==> config.mk <==
export PLATFORM = sky130hd
export DESIGN_NAME = mhc_host_ctrl
export DESIGN_NICKNAME = d
export VERILOG_FILES = /design/src/logic/mhc_pkg.sv /design/src/logic/mhc_sync.sv /design/src/logic/mhc_host_ctrl.sv
export SDC_FILE = /design/constraint.sdc
export NUM_CORES = 1
export LEC_CHECK = 0
export BUFFER_PORTS_ARGS = -buffer_cell sky130_fd_sc_hd__clkbuf_2
export CORE_MARGIN = 1
export CORE_UTILIZATION = 34
export DETAILED_ROUTE_END_ITERATION = 12
export SLEW_MARGIN = 20
export SYNTH_ARGS = -nofsm -noshare
export SYNTH_HDL_FRONTEND = slang
export SYNTH_SLANG_ARGS = --single-unit
==> constraint.sdc <==
create_clock -name ref_clk_in -period 2.4 [get_ports ref_clk_in]
set_clock_uncertainty 0.1 [all_clocks]
set_input_delay 0.48 -clock ref_clk_in [delete_from_list [all_inputs] [get_ports ref_clk_in]]
set_output_delay 0.48 -clock ref_clk_in [all_outputs]
set_load 0.02 [all_outputs]
==> src/logic/mhc_pkg.sv <==
// Purpose: Shared constants and types of the modem host control block.
// Assumes: A 125 MHz core clock; register words are 16 bits wide.
// Notes:   Addresses are 6-bit indices carried in the SPI command byte.

package mhc_pkg;

  // ------------------------------------------------------------------
  // Timing
  // ------------------------------------------------------------------
  localparam int CLK_PERIOD_NS = 8;
  localparam int STARTUP_MS = 10;
  localparam int STARTUP_CYCLES = STARTUP_MS * 1000000 / CLK_PERIOD_NS;
  localparam longint CLK_FREQ_MILLIHZ = 64'd1000000000000 / CLK_PERIOD_NS;
  localparam longint CLKOUT_FREQ_MILLIHZ = 64'd32768000;
  localparam int CLKOUT_HALF_CYCLES =
    int'(CLK_FREQ_MILLIHZ / (2 * CLKOUT_FREQ_MILLIHZ));
  localparam int OP_CYCLES = 64;
  localparam int START_CNT_W = 21;
  localparam int HALF_CNT_W = 11;
  localparam int OP_CNT_W = 6;

  // ------------------------------------------------------------------
  // SPI framing
  // ------------------------------------------------------------------
  localparam int CMD_BITS = 8;
  localparam int DATA_BITS = 16;
  localparam logic [4:0] CMD_LAST_BIT = 5'h07;
  localparam logic [4:0] FRAME_LAST_BIT = 5'h17;
  localparam logic [4:0] FRAME_DONE = 5'h18;
  localparam int CMD_READ_POS = 7;

  // ------------------------------------------------------------------
  // Register indices
  // ------------------------------------------------------------------
  localparam logic [5:0] ADDR_CTRL = 6'h00;
  localparam logic [5:0] ADDR_GPIO_CFG = 6'h01;
  localparam logic [5:0] ADDR_GPIO_DATA = 6'h02;
  localparam logic [5:0] ADDR_IRQ_MASK = 6'h03;
  localparam logic [5:0] ADDR_IRQ_STATUS = 6'h04;
  localparam logic [5:0] ADDR_OP = 6'h05;
  localparam logic [5:0] ADDR_STATE = 6'h06;

  // ------------------------------------------------------------------
  // Field positions and reset values
  // ------------------------------------------------------------------
  localparam int CTRL_PULLUP_POS = 0;
  localparam int CTRL_DRIVE_LSB = 1;
  localparam int CTRL_ACT_POS = 3;
  localparam int CTRL_FCS_POS = 4;
  localparam int GPIO_DIR1_POS = 0;
  localparam int GPIO_DIR2_POS = 1;
  localparam int GPIO_VAL1_POS = 8;
  localparam int GPIO_VAL2_POS = 9;
  localparam int IRQ_WAKE_ATTENTION_N_POS = 0;
  localparam int IRQ_DONE_POS = 1;
  localparam int OP_SLEEP_POS = 2;
  localparam logic [15:0] CTRL_RESET = 16'h0001;
  localparam logic [15:0] GPIO_CFG_RESET = 16'h0000;
  localparam logic [15:0] IRQ_MASK_RESET = 16'h0001;
  localparam logic [15:0] IRQ_STATUS_RESET = 16'h0000;
  localparam logic [15:0] OP_RESET = 16'h0000;

  // ------------------------------------------------------------------
  // Operation codes and states
  // ------------------------------------------------------------------
  localparam logic [1:0] OP_NONE = 2'h0;
  localparam logic [1:0] OP_RX = 2'h1;
  localparam logic [1:0] OP_TX = 2'h2;
  localparam logic [1:0] OP_CCA = 2'h3;

  typedef enum logic [1:0] {
    MHC_INIT,
    MHC_IDLE,
    MHC_BUSY,
    MHC_SLEEP
  } mhc_state_e;

endpackage

==> src/logic/mhc_sync.sv <==
// Purpose: Two-flop synchroniser for a group of asynchronous inputs.
// Assumes: Each bit is an independent level.
// Notes:   Only the second stage leaves this module.

`timescale 1ns/1ns

module mhc_sync #(
  parameter int WIDTH = 1
) (
  input wire logic ref_clk_in,
  input wire logic rst_b_in,
  input wire logic [WIDTH-1:0] async_in,
  input wire logic [WIDTH-1:0] reset_val_in,
  output logic [WIDTH-1:0] sync_out
);

  logic [WIDTH-1:0] stage1_reg;
  logic [WIDTH-1:0] stage2_reg;
  logic primed_reg;

  // The reset value is applied by a clocked load, not by the reset itself.
  always_ff @(posedge ref_clk_in or negedge rst_b_in) begin
    if (!rst_b_in) begin
      stage1_reg <= '0;
      stage2_reg <= '0;
      primed_reg <= 1'b0;
    end else begin
      primed_reg <= 1'b1;
      stage1_reg <= async_in;
      stage2_reg <= primed_reg ? stage1_reg : reset_val_in;
    end
  end

  assign sync_out = stage2_reg;

endmodule // mhc_sync

==> src/logic/mhc_host_ctrl.sv <==
// Purpose: Host-facing control of the radio modem: SPI slave registers,
//          power-up sequence, interrupt request and status pins.
// Assumes: SPI mode 0, 24-bit frames; serial clock well below core clock.
// Notes:   Frame is a command byte (read flag, 6-bit index) then 16 data.
//
// Contract
// - Modem is SPI slave only, host masters.
// - SPI frames read and write modem registers.
// - Hard reset is asynchronous and active low.
// - In reset, everything powered down, no clocks.
// - After release, reach idle, interrupt, clock out.
// - Leaving reset sets attention status and mask.
// - Interrupt output open drain, low while pending.
// - Reading interrupt status releases interrupt output.
// - Interrupt pull-up default on; drive strength programmable.
// - Low wake input leaves sleep modes.
// - Radio enable input gates RX, TX, CCA start.
// - GPIO1 optionally shows radio activity.
// - GPIO2 optionally shows frame check passed.
// - After reset GPIO pins are inputs, undriven.

`timescale 1ns/1ns

module mhc_host_ctrl #(
  parameter int STARTUP_CYCLES_P = mhc_pkg::STARTUP_CYCLES
) (
  input wire logic ref_clk_in,
  input wire logic rst_b_in,
  input wire logic serial_clock_in,
  input wire logic spi_mosi_in,
  input wire logic spi_ce_b_in,
  output logic spi_miso_out,
  output logic spi_miso_oe_out,
  input wire logic wake_attention_b_in,
  input wire logic radio_operation_enable_in,
  output logic irq_b_out,
  output logic irq_oe_out,
  output logic irq_pullup_en_out,
  output logic [1:0] irq_drive_out,
  output logic clock_output_pin_out,
  input wire logic activity_indicator_in,
  output logic activity_indicator_out,
  output logic activity_indicator_oe_out,
  input wire logic frame_check_ok_indicator_in,
  output logic frame_check_ok_indicator_out,
  output logic frame_check_ok_indicator_oe_out
);
  import mhc_pkg::*;

  // ------------------------------------------------------------------
  // Input synchronisation
  // ------------------------------------------------------------------
  logic [6:0] sync_s;
  logic sclk_s, mosi_s, ce_b_s, wake_b_s, radio_en_s, gpio1_s, gpio2_s;

  mhc_sync #(.WIDTH(7)) u_sync (
    .ref_clk_in(ref_clk_in),
    .rst_b_in(rst_b_in),
    .async_in({serial_clock_in, spi_mosi_in, spi_ce_b_in,
               wake_attention_b_in, radio_operation_enable_in,
               activity_indicator_in, frame_check_ok_indicator_in}),
    .reset_val_in(7'h34),
    .sync_out(sync_s)
  );
  assign {sclk_s, mosi_s, ce_b_s, wake_b_s, radio_en_s, gpio1_s,
          gpio2_s} = sync_s;

  // ------------------------------------------------------------------
  // State and registers
  // ------------------------------------------------------------------
  mhc_state_e state_reg;
  logic [START_CNT_W-1:0] start_cnt_reg;
  logic [OP_CNT_W-1:0] op_cnt_reg;
  logic [HALF_CNT_W-1:0] half_cnt_reg;
  logic clk_out_reg;
  logic [15:0] ctrl_reg, gpio_cfg_reg, mask_reg, status_reg, op_reg;
  logic [1:0] run_op_reg;
  logic frame_ok_reg;
  logic irq_oe_reg;
  logic sclk_d_reg;
  logic [4:0] bit_cnt_reg;
  logic [7:0] cmd_reg;
  logic [15:0] rx_reg, tx_reg;
  logic miso_reg;
  logic g1_out_reg, g1_oe_reg, g2_out_reg, g2_oe_reg;

  // ------------------------------------------------------------------
  // SPI decode
  // ------------------------------------------------------------------
  wire spi_active = !ce_b_s && (state_reg != MHC_INIT);
  wire sclk_rise = spi_active && sclk_s && !sclk_d_reg;
  wire sclk_fall = spi_active && !sclk_s && sclk_d_reg;
  wire [7:0] cmd_full = {cmd_reg[6:0], mosi_s};
  wire [5:0] frame_addr = cmd_reg[5:0];
  wire rd_load = sclk_rise && (bit_cnt_reg == CMD_LAST_BIT)
                 && cmd_full[CMD_READ_POS];
  wire [5:0] rd_addr = cmd_full[5:0];
  wire wr_en = sclk_rise && (bit_cnt_reg == FRAME_LAST_BIT)
               && !cmd_reg[CMD_READ_POS];
  wire [15:0] wr_data = {rx_reg[14:0], mosi_s};
  wire status_rd_clr = rd_load && (rd_addr == ADDR_IRQ_STATUS);
  wire [15:0] gpio_data = {14'h0000, gpio2_s, gpio1_s};
  wire [15:0] state_word = {14'h0000, state_reg};
  wire [15:0] rd_data =
    (rd_addr == ADDR_CTRL) ? ctrl_reg :
    (rd_addr == ADDR_GPIO_CFG) ? gpio_cfg_reg :
    (rd_addr == ADDR_GPIO_DATA) ? gpio_data :
    (rd_addr == ADDR_IRQ_MASK) ? mask_reg :
    (rd_addr == ADDR_IRQ_STATUS) ? status_reg :
    (rd_addr == ADDR_OP) ? op_reg :
    (rd_addr == ADDR_STATE) ? state_word : 16'h0000;

  always_ff @(posedge ref_clk_in or negedge rst_b_in) begin
    if (!rst_b_in) begin
      sclk_d_reg <= 1'b0;
      bit_cnt_reg <= 5'h00;
      cmd_reg <= 8'h00;
      rx_reg <= 16'h0000;
    end else begin
      sclk_d_reg <= sclk_s;
      if (!spi_active) begin
        bit_cnt_reg <= 5'h00;
      end else if (sclk_rise && bit_cnt_reg != FRAME_DONE) begin
        bit_cnt_reg <= bit_cnt_reg + 5'h01;
        if (bit_cnt_reg <= CMD_LAST_BIT) begin
          cmd_reg <= cmd_full;
        end else begin
          rx_reg <= wr_data;
        end
      end
    end
  end

  // Read data leaves MSB first, changing on falling serial clock edges.
  always_ff @(posedge ref_clk_in or negedge rst_b_in) begin
    if (!rst_b_in) begin
      tx_reg <= 16'h0000;
      miso_reg <= 1'b0;
    end else if (rd_load) begin
      tx_reg <= rd_data;
    end else if (sclk_fall && bit_cnt_reg > CMD_LAST_BIT) begin
      miso_reg <= tx_reg[15];
      tx_reg <= {tx_reg[14:0], 1'b0};
    end
  end

  assign spi_miso_out = miso_reg;
  assign spi_miso_oe_out = spi_active;

  // ------------------------------------------------------------------
  // Power-up and operating states
  // ------------------------------------------------------------------
  wire init_done = (state_reg == MHC_INIT)
                   && (start_cnt_reg == START_CNT_W'(STARTUP_CYCLES_P - 1));
  wire op_done = (state_reg == MHC_BUSY)
                 && (op_cnt_reg == OP_CNT_W'(OP_CYCLES - 1));
  wire woken = (state_reg == MHC_SLEEP) && !wake_b_s;
  wire op_start = (state_reg == MHC_IDLE) && !op_reg[OP_SLEEP_POS]
                  && (op_reg[1:0] != OP_NONE) && radio_en_s;
  wire sleep_start = (state_reg == MHC_IDLE) && op_reg[OP_SLEEP_POS];

  always_ff @(posedge ref_clk_in or negedge rst_b_in) begin
    if (!rst_b_in) begin
      state_reg <= MHC_INIT;
      start_cnt_reg <= '0;
      op_cnt_reg <= '0;
      run_op_reg <= OP_NONE;
      frame_ok_reg <= 1'b0;
    end else begin
      unique case (state_reg)
        MHC_INIT: begin
          start_cnt_reg <= start_cnt_reg + START_CNT_W'(1);
          if (init_done) begin
            state_reg <= MHC_IDLE;
          end
        end
        MHC_IDLE: begin
          op_cnt_reg <= '0;
          if (sleep_start) begin
            state_reg <= MHC_SLEEP;
          end else if (op_start) begin
            state_reg <= MHC_BUSY;
            run_op_reg <= op_reg[1:0];
            frame_ok_reg <= 1'b0;
          end
        end
        MHC_BUSY: begin
          op_cnt_reg <= op_cnt_reg + OP_CNT_W'(1);
          if (op_done) begin
            state_reg <= MHC_IDLE;
            frame_ok_reg <= (run_op_reg == OP_RX);
          end
        end
        MHC_SLEEP: begin
          if (woken) begin
            state_reg <= MHC_IDLE;
          end
        end
      endcase
    end
  end

  // Clock output starts only once idle is reached.
  always_ff @(posedge ref_clk_in or negedge rst_b_in) begin
    if (!rst_b_in) begin
      half_cnt_reg <= '0;
      clk_out_reg <= 1'b0;
    end else if (state_reg != MHC_INIT) begin
      if (half_cnt_reg == HALF_CNT_W'(CLKOUT_HALF_CYCLES - 1)) begin
        half_cnt_reg <= '0;
        clk_out_reg <= !clk_out_reg;
      end else begin
        half_cnt_reg <= half_cnt_reg + HALF_CNT_W'(1);
      end
    end
  end

  assign clock_output_pin_out = clk_out_reg;

  // ------------------------------------------------------------------
  // Software registers
  // ------------------------------------------------------------------
  wire [15:0] status_set = {14'h0000, op_done,
                            init_done || woken};
  wire [15:0] status_next =
    (status_rd_clr ? 16'h0000 : status_reg) | status_set;

  always_ff @(posedge ref_clk_in or negedge rst_b_in) begin
    if (!rst_b_in) begin
      ctrl_reg <= CTRL_RESET;
      gpio_cfg_reg <= GPIO_CFG_RESET;
      mask_reg <= IRQ_MASK_RESET;
      status_reg <= IRQ_STATUS_RESET;
      op_reg <= OP_RESET;
    end else begin
      status_reg <= status_next;
      if (wr_en && frame_addr == ADDR_CTRL) begin
        ctrl_reg <= wr_data;
      end
      if (wr_en && frame_addr == ADDR_GPIO_CFG) begin
        gpio_cfg_reg <= wr_data;
      end
      if (wr_en && frame_addr == ADDR_IRQ_MASK) begin
        mask_reg <= wr_data;
      end
      if (wr_en && frame_addr == ADDR_OP) begin
        op_reg <= wr_data;
      end else if (op_start) begin
        op_reg[1:0] <= OP_NONE;
      end else if (woken) begin
        op_reg[OP_SLEEP_POS] <= 1'b0;
      end
    end
  end

  // ------------------------------------------------------------------
  // Interrupt request and status pins
  // ------------------------------------------------------------------
  wire act_en = ctrl_reg[CTRL_ACT_POS];
  wire fcs_en = ctrl_reg[CTRL_FCS_POS];

  always_ff @(posedge ref_clk_in or negedge rst_b_in) begin
    if (!rst_b_in) begin
      irq_oe_reg <= 1'b0;
      g1_out_reg <= 1'b0;
      g1_oe_reg <= 1'b0;
      g2_out_reg <= 1'b0;
      g2_oe_reg <= 1'b0;
    end else begin
      irq_oe_reg <= |(status_reg & mask_reg);
      g1_oe_reg <= act_en || gpio_cfg_reg[GPIO_DIR1_POS];
      g1_out_reg <= act_en ? (state_reg == MHC_BUSY)
                           : gpio_cfg_reg[GPIO_VAL1_POS];
      g2_oe_reg <= fcs_en || gpio_cfg_reg[GPIO_DIR2_POS];
      g2_out_reg <= fcs_en ? frame_ok_reg
                           : gpio_cfg_reg[GPIO_VAL2_POS];
    end
  end

  assign irq_b_out = 1'b0;
  assign irq_oe_out = irq_oe_reg;
  assign irq_pullup_en_out = ctrl_reg[CTRL_PULLUP_POS];
  assign irq_drive_out = ctrl_reg[CTRL_DRIVE_LSB +: 2];
  assign activity_indicator_out = g1_out_reg;
  assign activity_indicator_oe_out = g1_oe_reg;
  assign frame_check_ok_indicator_out = g2_out_reg;
  assign frame_check_ok_indicator_oe_out = g2_oe_reg;
endmodule // mhc_host_ctrl

==> flow_summary.toml <==
[floorplanning]
core_um2 = 22600
die-area_um2 = 23600
start_util = 0.346
die_h_um = 154
rows = 55
dieWidth_um = 154
pin_count = 21

[yosys]
avgSynthCellArea_um2 = 11.8
synth_seq_area_share = 0.564
yosys_register_bits = 176
synth_flop_cell = "dfrtp_1"
syn_nets = 682
synthArstFlopShare = 1.00
syn_inst = 663
synthesis.area_um2 = 7810
ys_types = 59
synth_edf_count = 0
yosys_warnings = 0

[detailed_routing]
ant_nets = 0
routed_wl_um = 15900
via_per_inst = 4.98
first_pass_iters = 4
wl_per_cell_um = 15.8
drt_iter0_drc = 224
via_count = 5016
drc_errors = 0

[setup_path]
slowest_delay_ns = 0.52
reg2reg_from = "start_cnt_reg[5]"
cp-start-kind = "flip-flop"
cp-end-kind = "flip-flop"
path_cells = "or4_1 > or4_4 > o41ai_4 > and2_4 > a21oi_2"
r2r_slack_ns = 0.16
critPathSlowestCell = "or4_1"
r2r-end = "state_reg[0]"
r2r_cells = 5
path_max_fanout = 4
crit_type = "reg -> reg"
cp.required_ns = 2.60
worstPathArrival_ns = 2.44

[finish]
drive_gt1_frac = 0.259
diodes = 0
nNetsFinal = 732
largest_register_ffs = 21
area_growth_pct = 15.7
nFillCells = 2163

[grt]
grt_pass1_wl_um = 27200
antenna_found_initial = 0
grt_pass1_vias = 5110
grt_max_degree = 53
grt-ovfl-total = 0
grt_use_total = 0.146

[timing]
final_max_slew_viol_count = 0
period_share = 0.932
hold_violations = 0
setup_viol = 0
tns_ns = 0
fmax_mhz = 447
rsz0062_at_grt = "false"
period_minus_slack_ns = 2.24
fin_ws_ns = 0.164

[clock_network]
cts_root_buf = "clkbuf_16"
cts-htree-levels = 4
cts.sinks = 176
clock_path_buffers = 2
clk_latency_ns = 0.42
clk_pin_slew_worst_paths_ns = 0.06
cts_buffers = 17
cts_tree = "built"

[pwr]
p_per_area_nw_per_um2 = 629
vdd_ir_drop_max_mv = 0.483
p_leak_nw = 4.25

[place]
place_ws_ns = 0.110
place.gp.congestion = 0.760
portBuffers = 19
hpwlAfterDp_um = 10800

[hold_path]
hold_class = "in -> reg"
min_to = "u_sync.stage1_reg[4]"
holdPathStages = 1
min-delay-start = "spi_ce_b_in"

[outcome]
status = "finished, final reports clean"

[run]
drv_cap = 0
[worst max-delay path, delay by kind of cell (launching register included)]
| family | cells | cell delay (ns) |
|---|---|---|
| and+or+nand+nor | 3 | 1.18 |
| DFF | 1 | 0.41 |
| AOI/OAI and AO/OA | 2 | 0.43 |
[synthesized netlist by cell type (2+ instances only)]
cell,number,area [um2]
dfrtp_1,174,4350
mux2_2,84,946
nand2_1,62,233
nor2_1,32,120
inv_1,29,109
a21oi_1,26,130
o21ai_0,26,130
nor3_1,21,105
nand3_1,18,90.1
xnor2_1,18,158
a221o_1,14,140
a221oi_1,14,123
ha_1,10,125
xor2_1,10,87.6
buf_2,9,45.0
clkbuf_1,9,33.8
nand4_1,8,50.1
and3_1,7,43.8
and2_1,6,37.5
buf_4,5,37.5
mux2i_1,5,50.1
nand4b_1,5,43.8
nor2b_1,5,31.3
or3_1,5,31.3
buf_6,4,45.0
nand2b_1,4,25.0
nor4_1,4,25.0
or2_2,4,25.0
a21oi_2,3,26.3
a22oi_1,3,22.5
nor3b_1,3,22.5
a21o_1,2,15.0
and4_1,2,17.5
conb_1,2,7.51
dfstp_2,2,52.6
mux2_1,2,22.5
nor4b_1,2,17.5
o31ai_1,2,15.0
or4_1,2,15.0
[through the flow]
step	instances	hold slack, ns	power [mW]	area (um2)	util
after floorplan	663	0.0844	3.09	7830	-
after global placement	978	0.301	3.19	8490	0.376
after detailed placement	978	0.297	3.19	8490	0.376
after CTS	1008	0.0420	5.76	9040	0.400
after global routing	1008	0.0412	5.91	9040	0.401
final	1008	0.0631	5.69	9040	0.401
[metal layers]
metal | part of all wire | vias to the layer above | track usage
met5 | 0 | - | 0
met4 | 0.014 | 0 | 0.0486
met3 | 0.031 | 13 | 0.0273
met2 | 0.44 | 69 | 0.219
met1 | 0.52 | 2487 | 0.210
li1 | - | 2447 | -
[cell usage in the layout, fill, tap and decap left out, types with 6 or more instances in the layout]
cell type  netlist  layout
nand2_1         62      62
nor3_1          21      21
inv_1           29      29
clkbuf_16        0      17
xor2_1          10      10
nor2_1          32      32
ha_1            10       9
mux2_2          84      84
dfrtp_1        174     174
a221oi_1        14      14
buf_4            5      33
buf_12           0       6
a21oi_1         26      26
and3_1           7       7
nand4_1          8       8
nand3_1         18      18
a221o_1         14      14
o21ai_0         26      26
and2_1           6       6
xnor2_1         18      18
clkbuf_2         0      18
[logic make-up after synthesis]
family,synth area share
other,0.000961
multiplexers,0.130
buffers and inverters,0.0351
AND/OR/NAND/NOR,0.133
flip-flops,0.564
adder cells (fa/ha/maj),0.0160
AO/OA/AOI/OAI,0.0889
XOR/XNOR,0.0314
[worst max-delay path by stage]
| stage | start | end | slack, ns |
|---|---|---|---|
| after floorplan | state_reg[0] | gpio_cfg_reg[14] | 0.003 |
| after global placement | state_reg[0] | gpio_cfg_reg[15] | 0.15 |
| after detailed placement | state_reg[0] | gpio_cfg_reg[14] | 0.11 |
| after CTS | state_reg[0] | gpio_cfg_reg[14] | 0.09 |
| after global routing | state_reg[0] | start_cnt_reg[20] | 0.02 |
| final | start_cnt_reg[5] | state_reg[0] | 0.16 |
[final cells by class]
class / instances / area, um2 / area share
inverter: 29 / 109 / 0.0120
sequential: 176 / 4410 / 0.487
timing repair buffer: 59 / 479 / 0.0530
clock inverter: 6 / 60.1 / 0.00664
clock buffer: 23 / 478 / 0.0529
tap: 285 / 357 / 0.0394
multi-input combinational: 430 / 3150 / 0.349
[power breakdown]
part	internal, mW	total, mW	switching, mW
clock	1.49	2.56	1.07
sequential	2.98	2.99	0.00914
combinational	0.0423	0.139	0.0971
[repair_timing]
action                                  4_1_cts  5_1_grt
endpoints found under the setup margin        0       11
resized for setup                             0        1
endpoints found under the hold margin        39        0
hold buffers                                  1        0
setup buffers                                 0        0
No activity file was read; power rests on OpenSTA's default activity.
